### src/core/cidfs_defs.svh
// Register offsets, field positions, reset values and timing counts of
// the caller-ID message sequencer. Definitions only; included by name.
`ifndef CIDFS_DEFS_SVH
`define CIDFS_DEFS_SVH

// Register offsets (command byte bits 6:0); bit 7 of the command is write
`define CIDFS_CMD_WRITE_BIT   7
`define CIDFS_ADDR_FLAG       7'h2C
`define CIDFS_ADDR_DATA       7'h2D
`define CIDFS_ADDR_SEIZE      7'h2E
`define CIDFS_ADDR_MARK       7'h2F
`define CIDFS_ADDR_CTRL       7'h30

// Control register fields
`define CIDFS_CTRL_START      0
`define CIDFS_CTRL_TRAIL      1
`define CIDFS_CTRL_STD        2
`define CIDFS_CTRL_ON         3
`define CIDFS_CTRL_CHAN_LO    4
`define CIDFS_CTRL_CHAN_HI    5

// Reset values
`define CIDFS_LEN_RESET       8'h00
`define CIDFS_CHAN_RESET      2'h0

// Message limits and frame shape
`define CIDFS_MAX_BYTES       64
`define CIDFS_FRAME_BITS      10

// Bit timing: one bit at 1200 baud, core clock in MHz
`define CIDFS_CLK_MHZ         20
`define CIDFS_BIT_TIME_NS     833333
`define CIDFS_BIT_CYCLES      ((`CIDFS_BIT_TIME_NS * `CIDFS_CLK_MHZ) / 1000)

`endif

### src/core/cidfs_pkg.sv
// Types shared by the caller-ID message sequencer files.
// Assumes nothing of its surroundings.
package cidfs_pkg;

	// Sequencer phases
	typedef enum logic [2:0] {
		CIDFS_IDLE,
		CIDFS_SEIZE,
		CIDFS_MARK,
		CIDFS_DATA,
		CIDFS_FLAG,
		CIDFS_TRAIL
	} cidfs_state_t;

	// Software settings held by the register port
	typedef struct packed {
		logic [7:0] flag_bit_count;
		logic [7:0] message_byte_count;
		logic [7:0] seizure_half_count;
		logic [7:0] mark_bit_count;
		logic [1:0] generator_channel_select;
		logic       generator_on;
		logic       standard_select;
		logic       trailing_mark_enable;
	} cidfs_cfg_t;

endpackage : cidfs_pkg

### src/core/cidfs_seq.sv
// Caller-ID message sequencer: register port, message memory and the
// phase machine that drives the serial bit stream to one of four channels.
// Assumes a bit-level modulator downstream samples o_fsk_bit when active.
`timescale 1ns/1ps
`include "cidfs_defs.svh"

// Behaviour
// - Between message bytes insert flag_bit_count one-bits; zero inserts none.
// - Byte count above 64 behaves as exactly 64.
// - Byte count zero sends no data bytes.
// - Seizure sends twice seizure_half_count zero-one pairs; zero sends none.
// - Mark phase sends mark_bit_count one-bits; zero sends none.
// - Two-bit select routes the stream to channel one to four.
// - Generator-on enables the block; reset leaves it disabled.
// - Standard select picks first standard at 0, alternative at 1.
// - Trailing-mark off: output mutes after the last byte.
// - Trailing-mark on: continuous ones after the last byte until stopped.
// - Writing trailing-mark 0 with start 1 stops a trailing stream.
// - Start begins sending and clears itself when all data is sent.
// - With all counts zero, start clears right after being set.
module cidfs_seq #(
	parameter int BIT_CYCLES = `CIDFS_BIT_CYCLES,
	parameter int MAX_BYTES  = `CIDFS_MAX_BYTES
) (
	input  wire logic                         i_core_clk,  // 20 MHz clock
	input  wire logic                         i_resetn,    // Async reset, low
	input  wire logic                         i_reg_valid, // Command strobe
	input  wire logic [7:0]                   i_reg_cmd,   // Command byte
	input  wire logic [7:0]                   i_reg_wdata, // Register data
	output logic [7:0]                        o_reg_rdata, // Read data
	output logic                              o_reg_rvalid,// Read valid
	input  wire logic                         i_mem_wr,    // Memory write
	input  wire logic [$clog2(MAX_BYTES)-1:0] i_mem_addr,  // Memory address
	input  wire logic [7:0]                   i_mem_wdata, // Memory byte
	output logic                              o_fsk_bit,   // Serial bit
	output logic                              o_fsk_active,// Not muted
	output logic [3:0]                        o_chan_en,   // Channel route
	output logic                              o_std_select,// Standard pick
	output logic                              o_busy       // Start bit
);
	localparam int AW = $clog2(MAX_BYTES);

	cidfs_pkg::cidfs_cfg_t   cfg;
	cidfs_pkg::cidfs_state_t state_q;
	cidfs_pkg::cidfs_state_t state_d;
	logic                    ctrl_wr;
	logic                    start_q;
	logic [15:0]             tick_cnt_q;
	logic                    tick;
	logic [9:0]              cnt_q;
	logic [AW-1:0]           byte_q;
	logic [AW-1:0]           byte_d;
	logic [7:0]              rd_byte;
	logic [6:0]              eff_len;
	logic [9:0]              seize_bits;
	logic                    phase_end;
	logic                    launch;
	logic                    finish;
	logic                    stop_req;
	logic                    cur_bit;

	// Register port and message memory
	cidfs_reg_port u_regs (
		.i_core_clk (i_core_clk),
		.i_resetn   (i_resetn),
		.i_valid    (i_reg_valid),
		.i_cmd      (i_reg_cmd),
		.i_wdata    (i_reg_wdata),
		.i_start    (start_q),
		.o_cfg      (cfg),
		.o_ctrl_wr  (ctrl_wr),
		.o_rdata    (o_reg_rdata),
		.o_rvalid   (o_reg_rvalid)
	);

	cidfs_msg_mem #(.DEPTH(MAX_BYTES)) u_mem (
		.i_core_clk (i_core_clk),
		.i_wr       (i_mem_wr),
		.i_waddr    (i_mem_addr),
		.i_wdata    (i_mem_wdata),
		.i_raddr    (byte_q),
		.o_rdata    (rd_byte)
	);

	// Effective lengths
	assign eff_len = (cfg.message_byte_count > 8'(MAX_BYTES)) ?
		7'(MAX_BYTES) : cfg.message_byte_count[6:0];
	assign seize_bits = {cfg.seizure_half_count, 2'b00};

	// Stop request only honoured during the trailing stream
	assign stop_req = ctrl_wr && i_reg_wdata[`CIDFS_CTRL_START] &&
		!i_reg_wdata[`CIDFS_CTRL_TRAIL];

	// Bit clock: free count within any active phase
	assign tick = (state_q != cidfs_pkg::CIDFS_IDLE) &&
		(tick_cnt_q == 16'(BIT_CYCLES - 1));

	always_ff @(posedge i_core_clk or negedge i_resetn) begin
		if (!i_resetn) begin
			tick_cnt_q <= 16'h0000;
		end else if (state_q == cidfs_pkg::CIDFS_IDLE || tick) begin
			tick_cnt_q <= 16'h0000;
		end else begin
			tick_cnt_q <= tick_cnt_q + 16'h0001;
		end
	end

	// End of the current phase, judged on the last bit of it
	always_comb begin
		phase_end = 1'b0;
		unique case (state_q)
			cidfs_pkg::CIDFS_SEIZE: phase_end = tick &&
				(cnt_q == seize_bits - 10'h001);
			cidfs_pkg::CIDFS_MARK:  phase_end = tick &&
				(cnt_q == {2'b00, cfg.mark_bit_count} - 10'h001);
			cidfs_pkg::CIDFS_DATA:  phase_end = tick &&
				(cnt_q == 10'(`CIDFS_FRAME_BITS - 1));
			cidfs_pkg::CIDFS_FLAG:  phase_end = tick &&
				(cnt_q == {2'b00, cfg.flag_bit_count} - 10'h001);
			default:                phase_end = 1'b0;
		endcase
	end

	// Next phase; empty phases are skipped in a single step
	always_comb begin
		state_d = state_q;
		byte_d  = byte_q;
		launch  = 1'b0;
		finish  = 1'b0;
		unique case (state_q)
			cidfs_pkg::CIDFS_IDLE: begin
				if (start_q && cfg.generator_on) begin
					launch = 1'b1;
					byte_d = '0;
					if (cfg.seizure_half_count != 8'h00) begin
						state_d = cidfs_pkg::CIDFS_SEIZE;
					end else if (cfg.mark_bit_count != 8'h00) begin
						state_d = cidfs_pkg::CIDFS_MARK;
					end else if (eff_len != 7'h00) begin
						state_d = cidfs_pkg::CIDFS_DATA;
					end else begin
						finish = 1'b1;
					end
				end
			end
			cidfs_pkg::CIDFS_SEIZE: begin
				if (phase_end) begin
					if (cfg.mark_bit_count != 8'h00) begin
						state_d = cidfs_pkg::CIDFS_MARK;
					end else if (eff_len != 7'h00) begin
						state_d = cidfs_pkg::CIDFS_DATA;
					end else begin
						finish = 1'b1;
					end
				end
			end
			cidfs_pkg::CIDFS_MARK: begin
				if (phase_end) begin
					if (eff_len != 7'h00) begin
						state_d = cidfs_pkg::CIDFS_DATA;
					end else begin
						finish = 1'b1;
					end
				end
			end
			cidfs_pkg::CIDFS_DATA: begin
				if (phase_end) begin
					if ({1'b0, byte_q} == 7'(eff_len - 7'h01)) begin
						finish = 1'b1;
					end else if (cfg.flag_bit_count != 8'h00) begin
						state_d = cidfs_pkg::CIDFS_FLAG;
					end else begin
						byte_d = byte_q + 1'b1;
					end
				end
			end
			cidfs_pkg::CIDFS_FLAG: begin
				if (phase_end) begin
					state_d = cidfs_pkg::CIDFS_DATA;
					byte_d  = byte_q + 1'b1;
				end
			end
			cidfs_pkg::CIDFS_TRAIL: begin
				if (stop_req) begin
					state_d = cidfs_pkg::CIDFS_IDLE;
				end
			end
		endcase
		if (finish) begin
			state_d = cfg.trailing_mark_enable ?
				cidfs_pkg::CIDFS_TRAIL : cidfs_pkg::CIDFS_IDLE;
		end
		if (!cfg.generator_on) begin
			state_d = cidfs_pkg::CIDFS_IDLE;
		end
	end

	// Phase register and byte pointer
	always_ff @(posedge i_core_clk or negedge i_resetn) begin
		if (!i_resetn) begin
			state_q <= cidfs_pkg::CIDFS_IDLE;
			byte_q  <= '0;
		end else begin
			state_q <= state_d;
			byte_q  <= byte_d;
		end
	end

	// Bit counter within a phase, restarted on every phase change
	always_ff @(posedge i_core_clk or negedge i_resetn) begin
		if (!i_resetn) begin
			cnt_q <= 10'h000;
		end else if (state_d != state_q || phase_end || launch) begin
			cnt_q <= 10'h000;
		end else if (tick) begin
			cnt_q <= cnt_q + 10'h001;
		end
	end

	// Start bit: a software write wins over the self-clear
	always_ff @(posedge i_core_clk or negedge i_resetn) begin
		if (!i_resetn) begin
			start_q <= 1'b0;
		end else if (state_q == cidfs_pkg::CIDFS_TRAIL && stop_req) begin
			start_q <= 1'b0;
		end else if (ctrl_wr) begin
			start_q <= i_reg_wdata[`CIDFS_CTRL_START];
		end else if (finish) begin
			start_q <= 1'b0;
		end
	end

	// Bit of the current phase; frame is start 0, byte LSB first, stop 1
	always_comb begin
		cur_bit = 1'b1;
		unique case (state_q)
			cidfs_pkg::CIDFS_SEIZE: cur_bit = cnt_q[0];
			cidfs_pkg::CIDFS_DATA: begin
				if (cnt_q == 10'h000) begin
					cur_bit = 1'b0;
				end else if (cnt_q < 10'(`CIDFS_FRAME_BITS - 1)) begin
					cur_bit = rd_byte[3'(cnt_q - 10'h001)];
				end else begin
					cur_bit = 1'b1;
				end
			end
			default: cur_bit = 1'b1;
		endcase
	end

	// Registered outputs, one cycle behind the phase machine
	always_ff @(posedge i_core_clk or negedge i_resetn) begin
		if (!i_resetn) begin
			o_fsk_bit    <= 1'b1;
			o_fsk_active <= 1'b0;
		end else begin
			o_fsk_bit    <= cur_bit;
			o_fsk_active <= state_q != cidfs_pkg::CIDFS_IDLE;
		end
	end

	// Channel route, one-hot per channel
	genvar gi;
	generate
		for (gi = 0; gi < 4; gi++) begin : g_chan
			always_ff @(posedge i_core_clk or negedge i_resetn) begin
				if (!i_resetn) begin
					o_chan_en[gi] <= 1'b0;
				end else begin
					o_chan_en[gi] <= (state_q != cidfs_pkg::CIDFS_IDLE) &&
						(cfg.generator_channel_select == 2'(gi));
				end
			end
		end
	endgenerate

	assign o_std_select = cfg.standard_select;
	assign o_busy       = start_q;

	// Checks
	flag_run_len_a: assert property (@(posedge i_core_clk)
		disable iff (!i_resetn)
		(state_q == cidfs_pkg::CIDFS_FLAG && tick && cfg.generator_on &&
		 cnt_q == {2'b00, cfg.flag_bit_count} - 10'h001)
		|=> state_q == cidfs_pkg::CIDFS_DATA)
		else $error("flag run did not end at its length");
	byte_cap_a: assert property (@(posedge i_core_clk)
		disable iff (!i_resetn)
		state_q == cidfs_pkg::CIDFS_DATA |-> {1'b0, byte_q} < eff_len)
		else $error("byte pointer beyond capped length");
	no_data_a: assert property (@(posedge i_core_clk)
		disable iff (!i_resetn)
		eff_len == 7'h00 |-> state_q != cidfs_pkg::CIDFS_DATA)
		else $error("data sent with zero length");
	seize_pair_a: assert property (@(posedge i_core_clk)
		disable iff (!i_resetn)
		state_q == cidfs_pkg::CIDFS_SEIZE && tick && !phase_end &&
		cfg.generator_on |=> ##1 o_fsk_bit != $past(o_fsk_bit))
		else $error("seizure bits did not alternate");
	mark_ones_a: assert property (@(posedge i_core_clk)
		disable iff (!i_resetn)
		state_q == cidfs_pkg::CIDFS_MARK |=> o_fsk_bit && o_fsk_active)
		else $error("mark phase sent a zero");
	chan_route_a: assert property (@(posedge i_core_clk)
		disable iff (!i_resetn)
		o_fsk_active |-> $onehot(o_chan_en))
		else $error("channel route not one-hot");
	gen_off_a: assert property (@(posedge i_core_clk)
		disable iff (!i_resetn)
		!cfg.generator_on |=> state_q == cidfs_pkg::CIDFS_IDLE ##1
		!o_fsk_active)
		else $error("generator ran while disabled");
	mute_end_a: assert property (@(posedge i_core_clk)
		disable iff (!i_resetn)
		finish && !cfg.trailing_mark_enable |=> ##1 !o_fsk_active)
		else $error("output not muted after message");
	trail_ones_a: assert property (@(posedge i_core_clk)
		disable iff (!i_resetn)
		state_q == cidfs_pkg::CIDFS_TRAIL && !stop_req && cfg.generator_on
		|=> state_q == cidfs_pkg::CIDFS_TRAIL ##1 o_fsk_bit)
		else $error("trailing mark stream broke");
	trail_stop_a: assert property (@(posedge i_core_clk)
		disable iff (!i_resetn)
		state_q == cidfs_pkg::CIDFS_TRAIL && stop_req
		|=> state_q == cidfs_pkg::CIDFS_IDLE && !start_q)
		else $error("trailing stream not stopped");
	start_clear_a: assert property (@(posedge i_core_clk)
		disable iff (!i_resetn)
		finish && !ctrl_wr |=> !start_q)
		else $error("start bit not self-cleared");
	zero_start_a: assert property (@(posedge i_core_clk)
		disable iff (!i_resetn)
		state_q == cidfs_pkg::CIDFS_IDLE && start_q && cfg.generator_on &&
		cfg.seizure_half_count == 8'h00 && cfg.mark_bit_count == 8'h00 &&
		eff_len == 7'h00 && !ctrl_wr |=> !start_q)
		else $error("start bit held with all counts zero");
endmodule : cidfs_seq

### src/core/cidfs_reg_port.sv
// Command-byte register port of the caller-ID sequencer.
// Assumes one command with its data per i_valid cycle, synchronous inputs.
`timescale 1ns/1ps
`include "cidfs_defs.svh"

module cidfs_reg_port (
	input  wire logic              i_core_clk,    // Core clock
	input  wire logic              i_resetn,      // Async reset, low
	input  wire logic              i_valid,       // Command present
	input  wire logic [7:0]        i_cmd,         // Bit 7 write, 6:0 addr
	input  wire logic [7:0]        i_wdata,       // Write data
	input  wire logic              i_start,       // Live start bit
	output cidfs_pkg::cidfs_cfg_t  o_cfg,         // Stored settings
	output logic                   o_ctrl_wr,     // Control write pulse
	output logic [7:0]             o_rdata,       // Read data
	output logic                   o_rvalid       // Read data valid
);
	logic       wr;
	logic [6:0] addr;

	assign wr   = i_valid && i_cmd[`CIDFS_CMD_WRITE_BIT];
	assign addr = i_cmd[6:0];
	assign o_ctrl_wr = wr && (addr == `CIDFS_ADDR_CTRL);

	// Length and control storage; start bit lives in the sequencer
	always_ff @(posedge i_core_clk or negedge i_resetn) begin
		if (!i_resetn) begin
			o_cfg.flag_bit_count           <= `CIDFS_LEN_RESET;
			o_cfg.message_byte_count       <= `CIDFS_LEN_RESET;
			o_cfg.seizure_half_count       <= `CIDFS_LEN_RESET;
			o_cfg.mark_bit_count           <= `CIDFS_LEN_RESET;
			o_cfg.generator_channel_select <= `CIDFS_CHAN_RESET;
			o_cfg.generator_on             <= 1'b0;
			o_cfg.standard_select          <= 1'b0;
			o_cfg.trailing_mark_enable     <= 1'b0;
		end else if (wr) begin
			unique case (addr)
				`CIDFS_ADDR_FLAG:  o_cfg.flag_bit_count     <= i_wdata;
				`CIDFS_ADDR_DATA:  o_cfg.message_byte_count <= i_wdata;
				`CIDFS_ADDR_SEIZE: o_cfg.seizure_half_count <= i_wdata;
				`CIDFS_ADDR_MARK:  o_cfg.mark_bit_count     <= i_wdata;
				`CIDFS_ADDR_CTRL: begin
					o_cfg.generator_channel_select <=
						i_wdata[`CIDFS_CTRL_CHAN_HI:`CIDFS_CTRL_CHAN_LO];
					o_cfg.generator_on  <= i_wdata[`CIDFS_CTRL_ON];
					o_cfg.standard_select <= i_wdata[`CIDFS_CTRL_STD];
					o_cfg.trailing_mark_enable <= i_wdata[`CIDFS_CTRL_TRAIL];
				end
				default: ;
			endcase
		end
	end

	// Read answer one cycle after the command; unmapped reads give zero
	always_ff @(posedge i_core_clk or negedge i_resetn) begin
		if (!i_resetn) begin
			o_rdata  <= 8'h00;
			o_rvalid <= 1'b0;
		end else begin
			o_rvalid <= i_valid && !i_cmd[`CIDFS_CMD_WRITE_BIT];
			unique case (addr)
				`CIDFS_ADDR_FLAG:  o_rdata <= o_cfg.flag_bit_count;
				`CIDFS_ADDR_DATA:  o_rdata <= o_cfg.message_byte_count;
				`CIDFS_ADDR_SEIZE: o_rdata <= o_cfg.seizure_half_count;
				`CIDFS_ADDR_MARK:  o_rdata <= o_cfg.mark_bit_count;
				`CIDFS_ADDR_CTRL:  o_rdata <= {2'b00,
					o_cfg.generator_channel_select, o_cfg.generator_on,
					o_cfg.standard_select, o_cfg.trailing_mark_enable,
					i_start};
				default:           o_rdata <= 8'h00;
			endcase
		end
	end
endmodule : cidfs_reg_port

### src/core/cidfs_msg_mem.sv
// Message memory of the caller-ID sequencer: one write port, one
// registered read port. Contents are undefined after reset.
`timescale 1ns/1ps
`include "cidfs_defs.svh"

module cidfs_msg_mem #(
	parameter int DEPTH = `CIDFS_MAX_BYTES
) (
	input  wire logic                     i_core_clk, // Core clock
	input  wire logic                     i_wr,       // Write strobe
	input  wire logic [$clog2(DEPTH)-1:0] i_waddr,    // Write address
	input  wire logic [7:0]               i_wdata,    // Write byte
	input  wire logic [$clog2(DEPTH)-1:0] i_raddr,    // Read address
	output logic [7:0]                    o_rdata     // Byte, one cycle later
);
	logic [7:0] mem [DEPTH];

	// No reset on the array so it maps to plain RAM
	always_ff @(posedge i_core_clk) begin
		if (i_wr) begin
			mem[i_waddr] <= i_wdata;
		end
		o_rdata <= mem[i_raddr];
	end
endmodule : cidfs_msg_mem

### config.mk
export PLATFORM = sky130hd
export DESIGN_NAME = cidfs_seq
export DESIGN_NICKNAME = d
export VERILOG_FILES = /design/src/core/cidfs_pkg.sv /design/src/core/cidfs_seq.sv /design/src/core/cidfs_reg_port.sv /design/src/core/cidfs_msg_mem.sv
export VERILOG_INCLUDE_DIRS = /design/src /design/src/core
export SDC_FILE = /design/constraint.sdc
export NUM_CORES = 1
export LEC_CHECK = 0
export BUFFER_PORTS_ARGS = -buffer_cell sky130_fd_sc_hd__buf_4
export CAP_MARGIN = 20
export CORE_MARGIN = 4
export CORE_UTILIZATION = 40
export DETAILED_ROUTE_END_ITERATION = 7
export SETUP_SLACK_MARGIN = 0.15
export SLEW_MARGIN = 25
export SYNTH_ARGS = -nofsm -noshare
export SYNTH_HDL_FRONTEND = slang
export SYNTH_HIERARCHICAL = 1
export SYNTH_SLANG_ARGS = --single-unit
### constraint.sdc
create_clock -name i_core_clk -period 3.5 [get_ports i_core_clk]
set_input_delay 0 -clock i_core_clk [delete_from_list [all_inputs] [get_ports i_core_clk]]
set_output_delay 0 -clock i_core_clk [all_outputs]
set_load 0.01 [all_outputs]
==> results.yml, run 1 <==
run_status:
  outcome: "complete, but fails checks"
  violations: "negative setup slack"
drt:
  viasPerCell: 5.59
  drtIter0Drc: 1249
  drc: 0
  first_pass_iters: 7
  vias: 14600
  ant_nets: 0
  avgRoutedWirePerCell_um: 23.2
  postRouteWirelength_um: 60800
yosys:
  syn-num-nets: 1562
  synth_cells: 1515
  synth-seq-cells: 608
  ys_types: 81
  yosys_warnings: 6
  synthArstFlopShare_pct: 14.5
  syn_area_per_cell_um2: 17.0
  syn-cell-area_um2: 25700
  synth_edf_count: 512
  yosysSeqAreaShare_pct: 68.9
  synth_ff_type: "edfxtp_1"
global_routing:
  grt_max_degree: 84
  antenna_found_initial: 0
  overflow: 0
  grt_pass1_vias: 15000
  grt_pass1_wl_um: 92200
  grt_use_total_pct: 17.8
critical_path:
  crit_path_top_delay_cell: "or4_4"
  crit_path_start_kind: "flop"
  required_ns: 3.99
  cpMostUsedCell: "or4_4"
  critPathArrivalTime_ns: 4.05
  critPathMaxFanout: 5
  crit_type: "flop to flop"
  cpPeakStageDelay_ns: 0.56
  worst_setup_path_end_kind: "flop"
  cp_cell_sequence: "or4_4 > o21ai_2 > a21oi_2 > or4_4 > a22o_1 > or4_4 > buf_6 > a211oi_4 > mux2i_2 > buf_4 > nor3_1"
sta:
  fin_crit_sh_pct: 102
  finalHoldViolations: 0
  maxSlewHeadroom_pct: 36.2
  period_needed_ns: 3.56
  fmax_mhz: 281
  setup_viol: 11
  finalSetupTns_ns: -0.397
  tightest_slew_ns: 0.953
  skew_ns: 0.0288
  rsz0062_at_grt: "true"
  fin_ws_ns: -0.0558
  drv_slew: 0
place:
  dp_worst_setup_slack_ns: -0.399
  portBuffers: 50
  post-dp-hpwl_um: 37600
  place.gp.congestion: 0.864
floorplan:
  core-area_um2: 63400
  die_y_um: 262
  fp.dieW_um: 262
  fp-row-count: 92
  die_area_um2: 68500
  initial_core_util_pct: 40.6
  io_pins: 51
cts:
  cts_tree: "done"
  clock-sinks: 608
  clk_pin_slew_ns: 0.06
  root_buffer: "clkbuf_16"
  numCtsBuffers: 61
  worstSkewPairLatency_ns: 0.64
  htreeDepth: 2
  clock_path_buffers: 3
final_layout:
  num-fill-cells: 5334
  seq_area_um2: 17800
  area_growth_pct: 18.2
  layout_commonest_cell: "edfxtp_1"
  n_antenna_cell: 0
  final_nets: 1766
  multi_input_area_um2: 7750
  final_cell_mix: "edfxtp_1, buf_4, mux4_2"
  layout-drive-gt1-share_pct: 28.9
power:
  ir_worst_vdd_mv: 0.577
  p_leak_nw: 10.1
  power_density_nw_per_um2: 501
  total_power_mw: 15.2
hold_path:
  hold_class: "input port to async pin"
job:
  drv_cap: 0
-- state kept, by name, indices dropped and copies added, names as in the netlist --
name,cells
o_chan_en,4
u_mem/mem,512
byte_q,6
u_regs/o_rvalid,1
cnt_q,10
o_busy,1
u_mem/o_rdata,8
o_fsk_bit,1
o_fsk_active,1
state_q,3
u_regs/o_rdata,8
u_regs/o_cfg,37
tick_cnt_q,16
-- stage by stage --
step,std cells,hold slack [ns],util [%],cell area (um^2)
finish,2617,0.0177,48.0,30400
global route,2617,0.0637,48.0,30400
CTS,2614,0.0195,47.8,30300
detailed placement,2456,0.145,43.7,27700
global placement,2456,0.131,43.7,27700
floorplan,1515,-0.296,-,25800
-- layer usage --
metal / global-route usage, % / up-vias / share of wire, %
li1: - / 6481 / -
met1: 24.6 / 7625 / 43
met2: 29.6 / 439 / 49
met3: 2.54 / 95 / 5.0
met4: 5.24 / 0 / 2.6
met5: 0 / - / 0
-- power breakdown --
part | internal (mW) | switching (mW) | leakage, nW | total [mW]
clock network | 3.84 | 2.76 | 1.00 | 6.60
logic | 0.263 | 0.385 | 3.21 | 0.647
registers | 7.93 | 0.0524 | 5.88 | 7.98
-- critical path, delay by kind of cell (launching register included) --
| family | cells | cell delay [ns] |
|---|---|---|
| compound gates | 4 | 0.73 |
| buf+inv | 2 | 0.35 |
| flops | 1 | 0.38 |
| mux | 1 | 0.32 |
| simple gates | 4 | 1.64 |
-- final timing paths --
check                      slack [ns]           endpoint  depth (start not counted)              from
max                             -0.06           cnt_q[4]                         11  u_regs/o_cfg[13]
min in group i_core_clk          0.08  u_regs/o_rdata[2]                          4      i_reg_cmd[3]
max reg2reg                     -0.06           cnt_q[4]                         11  u_regs/o_cfg[13]
min                              0.02    u_regs/o_cfg[4]                          2          i_resetn
max in group asynchronous        2.60           cnt_q[3]                          3          i_resetn
min reg2reg                      0.56      tick_cnt_q[0]                          2     tick_cnt_q[0]
-- kinds of logic after synthesis --
kind of cell             share of synthesized area, %
AO/OA/AOI/OAI                                    4.77
XOR/XNOR                                         1.29
adder cells (fa/ha/maj)                         0.632
buffers and inverters                            1.80
flip-flops                                       68.9
multiplexers                                     15.0
AND/OR/NAND/NOR                                  7.60
-- cells in the mapped netlist, types with 24 or more instances --
| cell | count | area share (%) |
|---|---|---|
| a21oi_1 | 37 | 0.72 |
| dfrtp_1 | 87 | 8.5 |
| edfxtp_1 | 512 | 60 |
| mux2_2 | 58 | 2.5 |
| mux2i_1 | 26 | 1.0 |
| mux4_2 | 130 | 11 |
| nand2_1 | 70 | 1.0 |
| nand3_1 | 42 | 0.82 |
| nor2_1 | 120 | 1.8 |
| nor3_1 | 30 | 0.58 |
| o21ai_0 | 31 | 0.60 |
| xnor2_1 | 24 | 0.82 |
-- repair_timing --
action / CTS / global route
setup endpoints to repair: 19 / 19
hold buffers: 34 / 0
gates cloned: 2 / 0
pin swaps: 21 / 12
resized for setup: 38 / 16
endpoints found under the hold margin: 684 / 0
setup buffers: 7 / 3
-- cell type report --
cell class | instances | share of cell area [%]
well taps | 846 | 3.48
flip-flops and latches | 608 | 58.4
clock buffers | 88 | 5.72
inverters | 17 | 0.210
clock inverters | 27 | 1.05
multi-input cells | 823 | 25.5
repair buffers | 208 | 5.69
Note: power is estimated with default switching activity, not from simulation.
==> run 2, diff against run 1 <==
--- a/config.mk
+++ b/config.mk
@@ -15,5 +15,4 @@
 export SLEW_MARGIN = 25
 export SYNTH_ARGS = -nofsm -noshare
 export SYNTH_HDL_FRONTEND = slang
-export SYNTH_HIERARCHICAL = 1
 export SYNTH_SLANG_ARGS = --single-unit
==> run 2 against run 1 <==
Compared with the run above:
- largest power group unchanged
- synthesized cell count is 6.9% lower
- combinational power is 35% lower
- the run now ends clean
- setup slack better by 0.18 ns
- critical path depth stayed put
- critical path type unchanged
==> results.yml, run 2 <==
run_status:
  outcome: "finished, final reports clean"
sta:
  finalSetupTns_ns: 0
  fmax_mhz: 297
  fin_crit_sh_pct: 96.4
  tightest_slew_ns: 0.992
  whs_ns: 0.0481
  rsz0062_at_grt: "true"
  skew_ns: 0.0320
  maxSlewHeadroom_pct: 33.6
  drv_slew: 0
  period_needed_ns: 3.37
  setup_viol: 0
  finalHoldViolations: 0
cts:
  clock-sinks: 608
  clk_pin_slew_ns: 0.06
  htreeDepth: 3
  numCtsBuffers: 67
  cts_tree: "done"
  root_buffer: "clkbuf_16"
  clock_path_buffers: 3
  worstSkewPairLatency_ns: 0.61
global_routing:
  grt_use_total_pct: 17.2
  grt_pass1_vias: 13900
  antenna_found_initial: 0
  grt_pass1_wl_um: 87300
  grt_max_degree: 75
  overflow: 0
yosys:
  synth_edf_count: 512
  yosysMostFrequentCell: "edfxtp_1"
  synthArstFlopShare_pct: 14.5
  yosysSeqAreaShare_pct: 69.5
  synth_ff_type: "edfxtp_1"
  synth_top_area_share_pct: 60.3
  syn-cell-area_um2: 25500
  ys_top_cells_by_area: "edfxtp_1, mux4_2, dfrtp_1, nor2_1, mux2_2"
  syn-num-nets: 1457
  synth-seq-cells: 608
  synth_cells: 1411
  syn_area_per_cell_um2: 18.1
  yosys_warnings: 0
  synth_common_cells: "edfxtp_1, mux4_2, nor2_1, dfrtp_1, nand2_1"
  ys_types: 86
  yosysTopAreaCell: "edfxtp_1"
final_layout:
  fin_util_pct: 47.0
  num-fill-cells: 5381
  layout-drive-gt1-share_pct: 29.1
  final_nets: 1583
  n_antenna_cell: 0
  largest_register: "u_mem.mem"
  area_growth_pct: 16.1
  top_regs: "u_mem.mem: 512 flops, u_regs.o_cfg: 37 flops, tick_cnt_q: 16 flops"
  largest_reg_flops: 512
  final_cell_mix: "edfxtp_1, mux4_2, nor2_1"
  layout_commonest_cell: "edfxtp_1"
power:
  p_leak_nw: 9.80
  power_density_nw_per_um2: 515
  ir_worst_vdd_mv: 0.458
floorplan:
  fp.dieW_um: 261
  fp-row-count: 92
  io_pins: 51
  die_area_um2: 67900
  die_y_um: 261
  initial_core_util_pct: 40.4
  core-area_um2: 63100
critical_path:
  critPathMaxFanout: 5
  cpPeakStageDelay_ns: 0.55
  worst_setup_path_end_kind: "flop"
  crit_type: "flop to flop"
  cpMostUsedCell: "or4_4"
  required_ns: 3.96
  critPathArrivalTime_ns: 3.83
  r2r_slack_ns: 0.13
  crit_path_start_kind: "flop"
  cp_cell_sequence: "or4_4 > or4_4 > nand3_2 > or4b_4 > o211a_4 > nand4b_4 > a211o_1 > o211ai_2 > o221a_4 > buf_12 > nor3b_2"
  reg2reg_from: "u_regs.o_cfg[13]"
  reg2reg_to: "cnt_q[4]"
  crit_end: "cnt_q[4]"
  rr_worst_depth: 11
  critPathLaunch: "u_regs.o_cfg[13]"
  crit_path_top_delay_cell: "or4_4"
drt:
  postRouteWirelength_um: 57600
  avgRoutedWirePerCell_um: 23.7
  viasPerCell: 5.54
  vias: 13500
  drtIter0Drc: 1119
  ant_nets: 0
  first_pass_iters: 5
  drc: 0
place:
  post-dp-hpwl_um: 35700
  portBuffers: 50
  place.gp.congestion: 0.896
job:
  drv_cap: 0
hold_path:
  hold_class: "input port to async pin"
[run 2: cell count changes in the layout (fill, tap and decap cells not counted), sizes merged, moves of 11 or more]
cell,previous run,this run
nor2,120,107
mux2,58,35
mux2i,27,2
a22oi,12,1
nor3,30,16
nand3,42,23
mux4,130,170
buf,174,99
[run 2: cell families after synthesis]
| kind of cell | count (synthesis) | synth area share [%] |
|---|---|---|
| compound gates | 123 | 3.33 |
| xor+xnor | 36 | 1.24 |
| fa+ha+maj | 12 | 0.588 |
| buf+inv | 91 | 1.62 |
| flops | 608 | 69.5 |
| mux | 207 | 16.6 |
| simple gates | 334 | 7.08 |
[run 2: worst min-delay path by stage]
stage                  from                end  slack, ns
2_1_floorplan      i_resetn          byte_q[0]      -0.30
3_3_place_gp       i_resetn     tick_cnt_q[11]       0.15
3_5_place_dp   i_reg_cmd[7]    u_regs.o_rvalid       0.16
4_1_cts        i_reg_cmd[6]  u_regs.o_rdata[5]       0.03
5_1_grt        i_reg_cmd[6]  u_regs.o_rdata[0]       0.07
6_report           i_resetn     tick_cnt_q[14]       0.05
[run 2: what timing repair did]
item	4_1_cts	5_1_grt
pin swaps	0	9
resized for setup	1	23
endpoints found under the setup margin	10	13
hold buffers	24	0
setup buffers	2	3
gates cloned	0	1
endpoints found under the hold margin	597	0
[run 2: power by group]
group          switching, mW  internal [mW]
registers             0.0471           7.92
clock network           2.90           3.96
logic                  0.273          0.144
[run 2: area by class of cell]
class / instances / area [um^2] / share of cell area (%)
clock buffer: 83 / 1780 / 6.00
sequential: 608 / 17700 / 59.9
multi-input combinational: 712 / 7470 / 25.2
timing repair buffer: 124 / 1100 / 3.70
inverter: 24 / 90.1 / 0.304
tap: 846 / 1060 / 3.57
clock inverter: 35 / 379 / 1.28
[run 2: critical path: cells and delay by family (launching register included)]
family          cells  cell delay (ns)
flops               1             0.40
buf+inv             1             0.13
compound gates      4             0.91
simple gates        6             1.77
[run 2: routing by layer]
layer | share of wire [%] | global-route usage, % | vias up | routed length, um
met5 | 0 | 0 | - | 0
met4 | 2.4 | 4.58 | 0 | 1360
met3 | 5.5 | 3.51 | 109 | 3190
met2 | 50 | 28.5 | 409 | 28800
met1 | 42 | 23.6 | 7020 | 24200
li1 | - | - | 5947 | -
[run 2: stage by stage]
stage          total power [mW]  cells  worst slack [ns]  cell area, um^2
6_report                   15.3   2432             0.128            29600
5_1_grt                    15.8   2432            0.0419            29600
4_1_cts                    15.4   2428             0.160            29500
3_5_place_dp               8.51   2284             0.126            27100
3_3_place_gp               8.49   2284             0.222            27100
2_1_floorplan              8.26   1411             0.319            25500
==> run 3, diff against run 2 <==
--- a/config.mk
+++ b/config.mk
@@ -11,6 +11,7 @@
 export CORE_MARGIN = 4
 export CORE_UTILIZATION = 40
 export DETAILED_ROUTE_END_ITERATION = 7
+export REMOVE_ABC_BUFFERS = 1
 export SETUP_SLACK_MARGIN = 0.15
 export SLEW_MARGIN = 25
 export SYNTH_ARGS = -nofsm -noshare
==> run 3 against run 2 <==
Compared with the run above:
- setup slack got worse by 0.049 ns
- routed wire length grew 2.6%
- cell count is the same
- sequential power is essentially flat
- via count up 0.12%
- first-iteration DRC count rose by 5.4%
- core utilization down 0.15 points
- maximum frequency is 1.4% lower
- critical path depth unchanged
- critical path type unchanged
- largest cell class unchanged
==> results.yml, run 3 (synthesis gave the netlist of run 2 again) <==
floorplan:
  die_y_um: 261
  die_area_um2: 67900
  io_pins: 51
  fp-row-count: 92
  fp.dieW_um: 261
  core-area_um2: 63100
  initial_core_util_pct: 40.4
critical_path:
  crit_cells: 11
  crit_path_start_kind: "flop"
  reg2reg_from: "u_regs.o_cfg[15]"
  cp_cell_sequence: "or4_4 > or4_4 > nand3_2 > or4b_1 > o211a_1 > nand4b_4 > a211o_1 > o211ai_2 > o221a_4 > buf_12 > nor3b_2"
  critical_path_buf_inv_count: 1
  cpPeakStageDelay_ns: 0.55
  reg2reg_to: "cnt_q[4]"
  r2r_slack_ns: 0.08
  rr_worst_depth: 11
  cpMostUsedCell: "or4_4"
  crit_path_top_delay_cell: "or4_4"
  required_ns: 3.97
  critPathLaunch: "u_regs.o_cfg[15]"
  critPathArrivalTime_ns: 3.89
  critPathMaxFanout: 5
  worst_setup_path_end_kind: "flop"
  crit_type: "flop to flop"
  crit_end: "cnt_q[4]"
  path_delay_family: "simple AND/OR/NAND/NOR gates"
place:
  post-dp-hpwl_um: 36400
  place.gp.congestion: 0.879
  dp.cells: 2286
  portBuffers: 50
final_layout:
  largest_register: "u_mem.mem"
  multi_input_area_um2: 7440
  final_cells: 2432
  layout-drive-gt1-share_pct: 28.2
  n_antenna_cell: 0
  area_growth_pct: 15.7
  layout_commonest_cell: "edfxtp_1"
  largest_reg_flops: 512
  top_regs: "u_mem.mem: 512 flops, u_regs.o_cfg: 37 flops, tick_cnt_q: 16 flops"
  fin_util_pct: 46.8
  num-fill-cells: 5374
  final_cell_mix: "edfxtp_1, mux4_2, nor2_1"
  seq_area_um2: 17700
  final_nets: 1584
sta:
  finalHoldViolations: 0
  skew_ns: 0.0608
  maxSlewHeadroom_pct: 36.5
  rsz0062_at_grt: "true"
  drv_slew: 0
  setup_viol: 0
  tightest_slew_ns: 0.950
  fmax_mhz: 292
  period_needed_ns: 3.42
  fin_crit_sh_pct: 97.8
power:
  p_switching_mw: 3.07
  p_clk_share_pct: 44.0
  power_density_nw_per_um2: 508
  ir_worst_vdd_mv: 0.475
  intPower_mw: 11.9
  p_comb_share_pct: 2.9
  switching_share_pct: 20.5
  total_power_mw: 15.0
  p_leak_nw: 9.78
  p_seq_share_pct: 53.2
drt:
  drc: 0
  ant_nets: 0
  first_pass_iters: 7
  avgRoutedWirePerCell_um: 24.3
  vias: 13500
  drtIter0Drc: 1179
  postRouteWirelength_um: 59100
  viasPerCell: 5.55
global_routing:
  antenna_found_initial: 1
  grt.met3_usage_pct: 2.84
  grt_pass1_vias: 14100
  grtUsageMet2_pct: 29.0
  grt_use_total_pct: 17.7
  busiest_layer: "met2"
  overflow: 0
  grt_pass1_wl_um: 90200
  grt_max_degree: 78
  grt_use_met1_pct: 25.1
run_status:
  outcome: "finished, final reports clean"
cts:
  clk_pin_slew_ns: 0.06
  numCtsBuffers: 61
  root_buffer: "clkbuf_16"
  clock-sinks: 608
  cts_tree: "done"
  worstSkewPairLatency_ns: 0.66
  clock_path_buffers: 3
  htreeDepth: 2
hold_path:
  hold_class: "input port to flop"
job:
  drv_cap: 0
run 3: cell count changes in the layout (fill, tap and decap cells not counted), moves of 3 or more:
cell / delta
buf_4: +5
clkinv_2: -3
clkbuf_16: -8
clkinv_1: +3
clkinv_8: -3
bufinv_16: +4
clkbuf_1: +6
run 3: per-layer routing:
metal | wire length, um | part of all wire (%)
met5 | 13 | 0.022
met4 | 1230 | 2.1
met3 | 2970 | 5.0
met2 | 29200 | 49
met1 | 25600 | 43
run 3: how the worst min path moves through the flow:
stage | startpoint | endpoint | slack, ns | cells past startpoint
after global placement | i_resetn | u_regs.o_rdata[3] | 0.06 | 1
after global routing | i_reg_valid | u_regs.o_rvalid | 0.12 | 3
after detailed placement | i_resetn | u_regs.o_rdata[3] | 0.07 | 1
final | i_mem_addr[3] | u_mem.mem[47][3] | 0.12 | 3
after CTS | i_reg_valid | u_regs.o_rvalid | 0.08 | 3
after floorplan | i_resetn | byte_q[0] | -0.30 | 0
run 3: worst register-to-register path, cell delays in order (launching register included):
cell,delay [ns]
dfrtp_2,0.41
or4_4,0.55
or4_4,0.45
nand3_2,0.10
or4b_1,0.44
o211a_1,0.20
nand4b_4,0.19
a211o_1,0.33
o211ai_2,0.11
o221a_4,0.28
buf_12,0.13
nor3b_2,0.04
run 3: timing repair:
item / in CTS / in global routing
setup buffers: 4 / 3
pin swaps: 6 / 6
setup endpoints to repair: 12 / 18
gates cloned: 1 / 0
hold buffers: 27 / 0
hold endpoints to repair: 576 / 0
gates resized for setup: 10 / 15
run 3: stage by stage:
step	instance area (um^2)	worst slack, ns	setup TNS, ns	hold slack, ns
global placement	27100	0.167	0	0.0571
floorplan	25200	-3.89	-98.20	-0.296
global route	29500	0.0289	0	0.123
finish	29500	0.0787	0	0.124
detailed placement	27100	0.147	0	0.0691
CTS	29500	0.145	0	0.0835
run 3: layout make-up:
cell class,instances,share of cell area (%)
clock buffer,82,5.50
sequential,608,60.1
multi-input combinational,712,25.2
timing repair buffer,131,3.94
tap,846,3.59
inverter,24,0.305
clock inverter,29,1.34
run 3: power by group through the flow:
stage	Sequential, mW	Combinational, mW	Clock, mW
2_1_floorplan	8.11	0.152	0
3_3_place_gp	8.12	0.382	0
3_5_place_dp	8.12	0.393	0
4_1_cts	7.97	0.426	6.71
5_1_grt	7.97	0.472	7.06
6_report	7.97	0.430	6.59
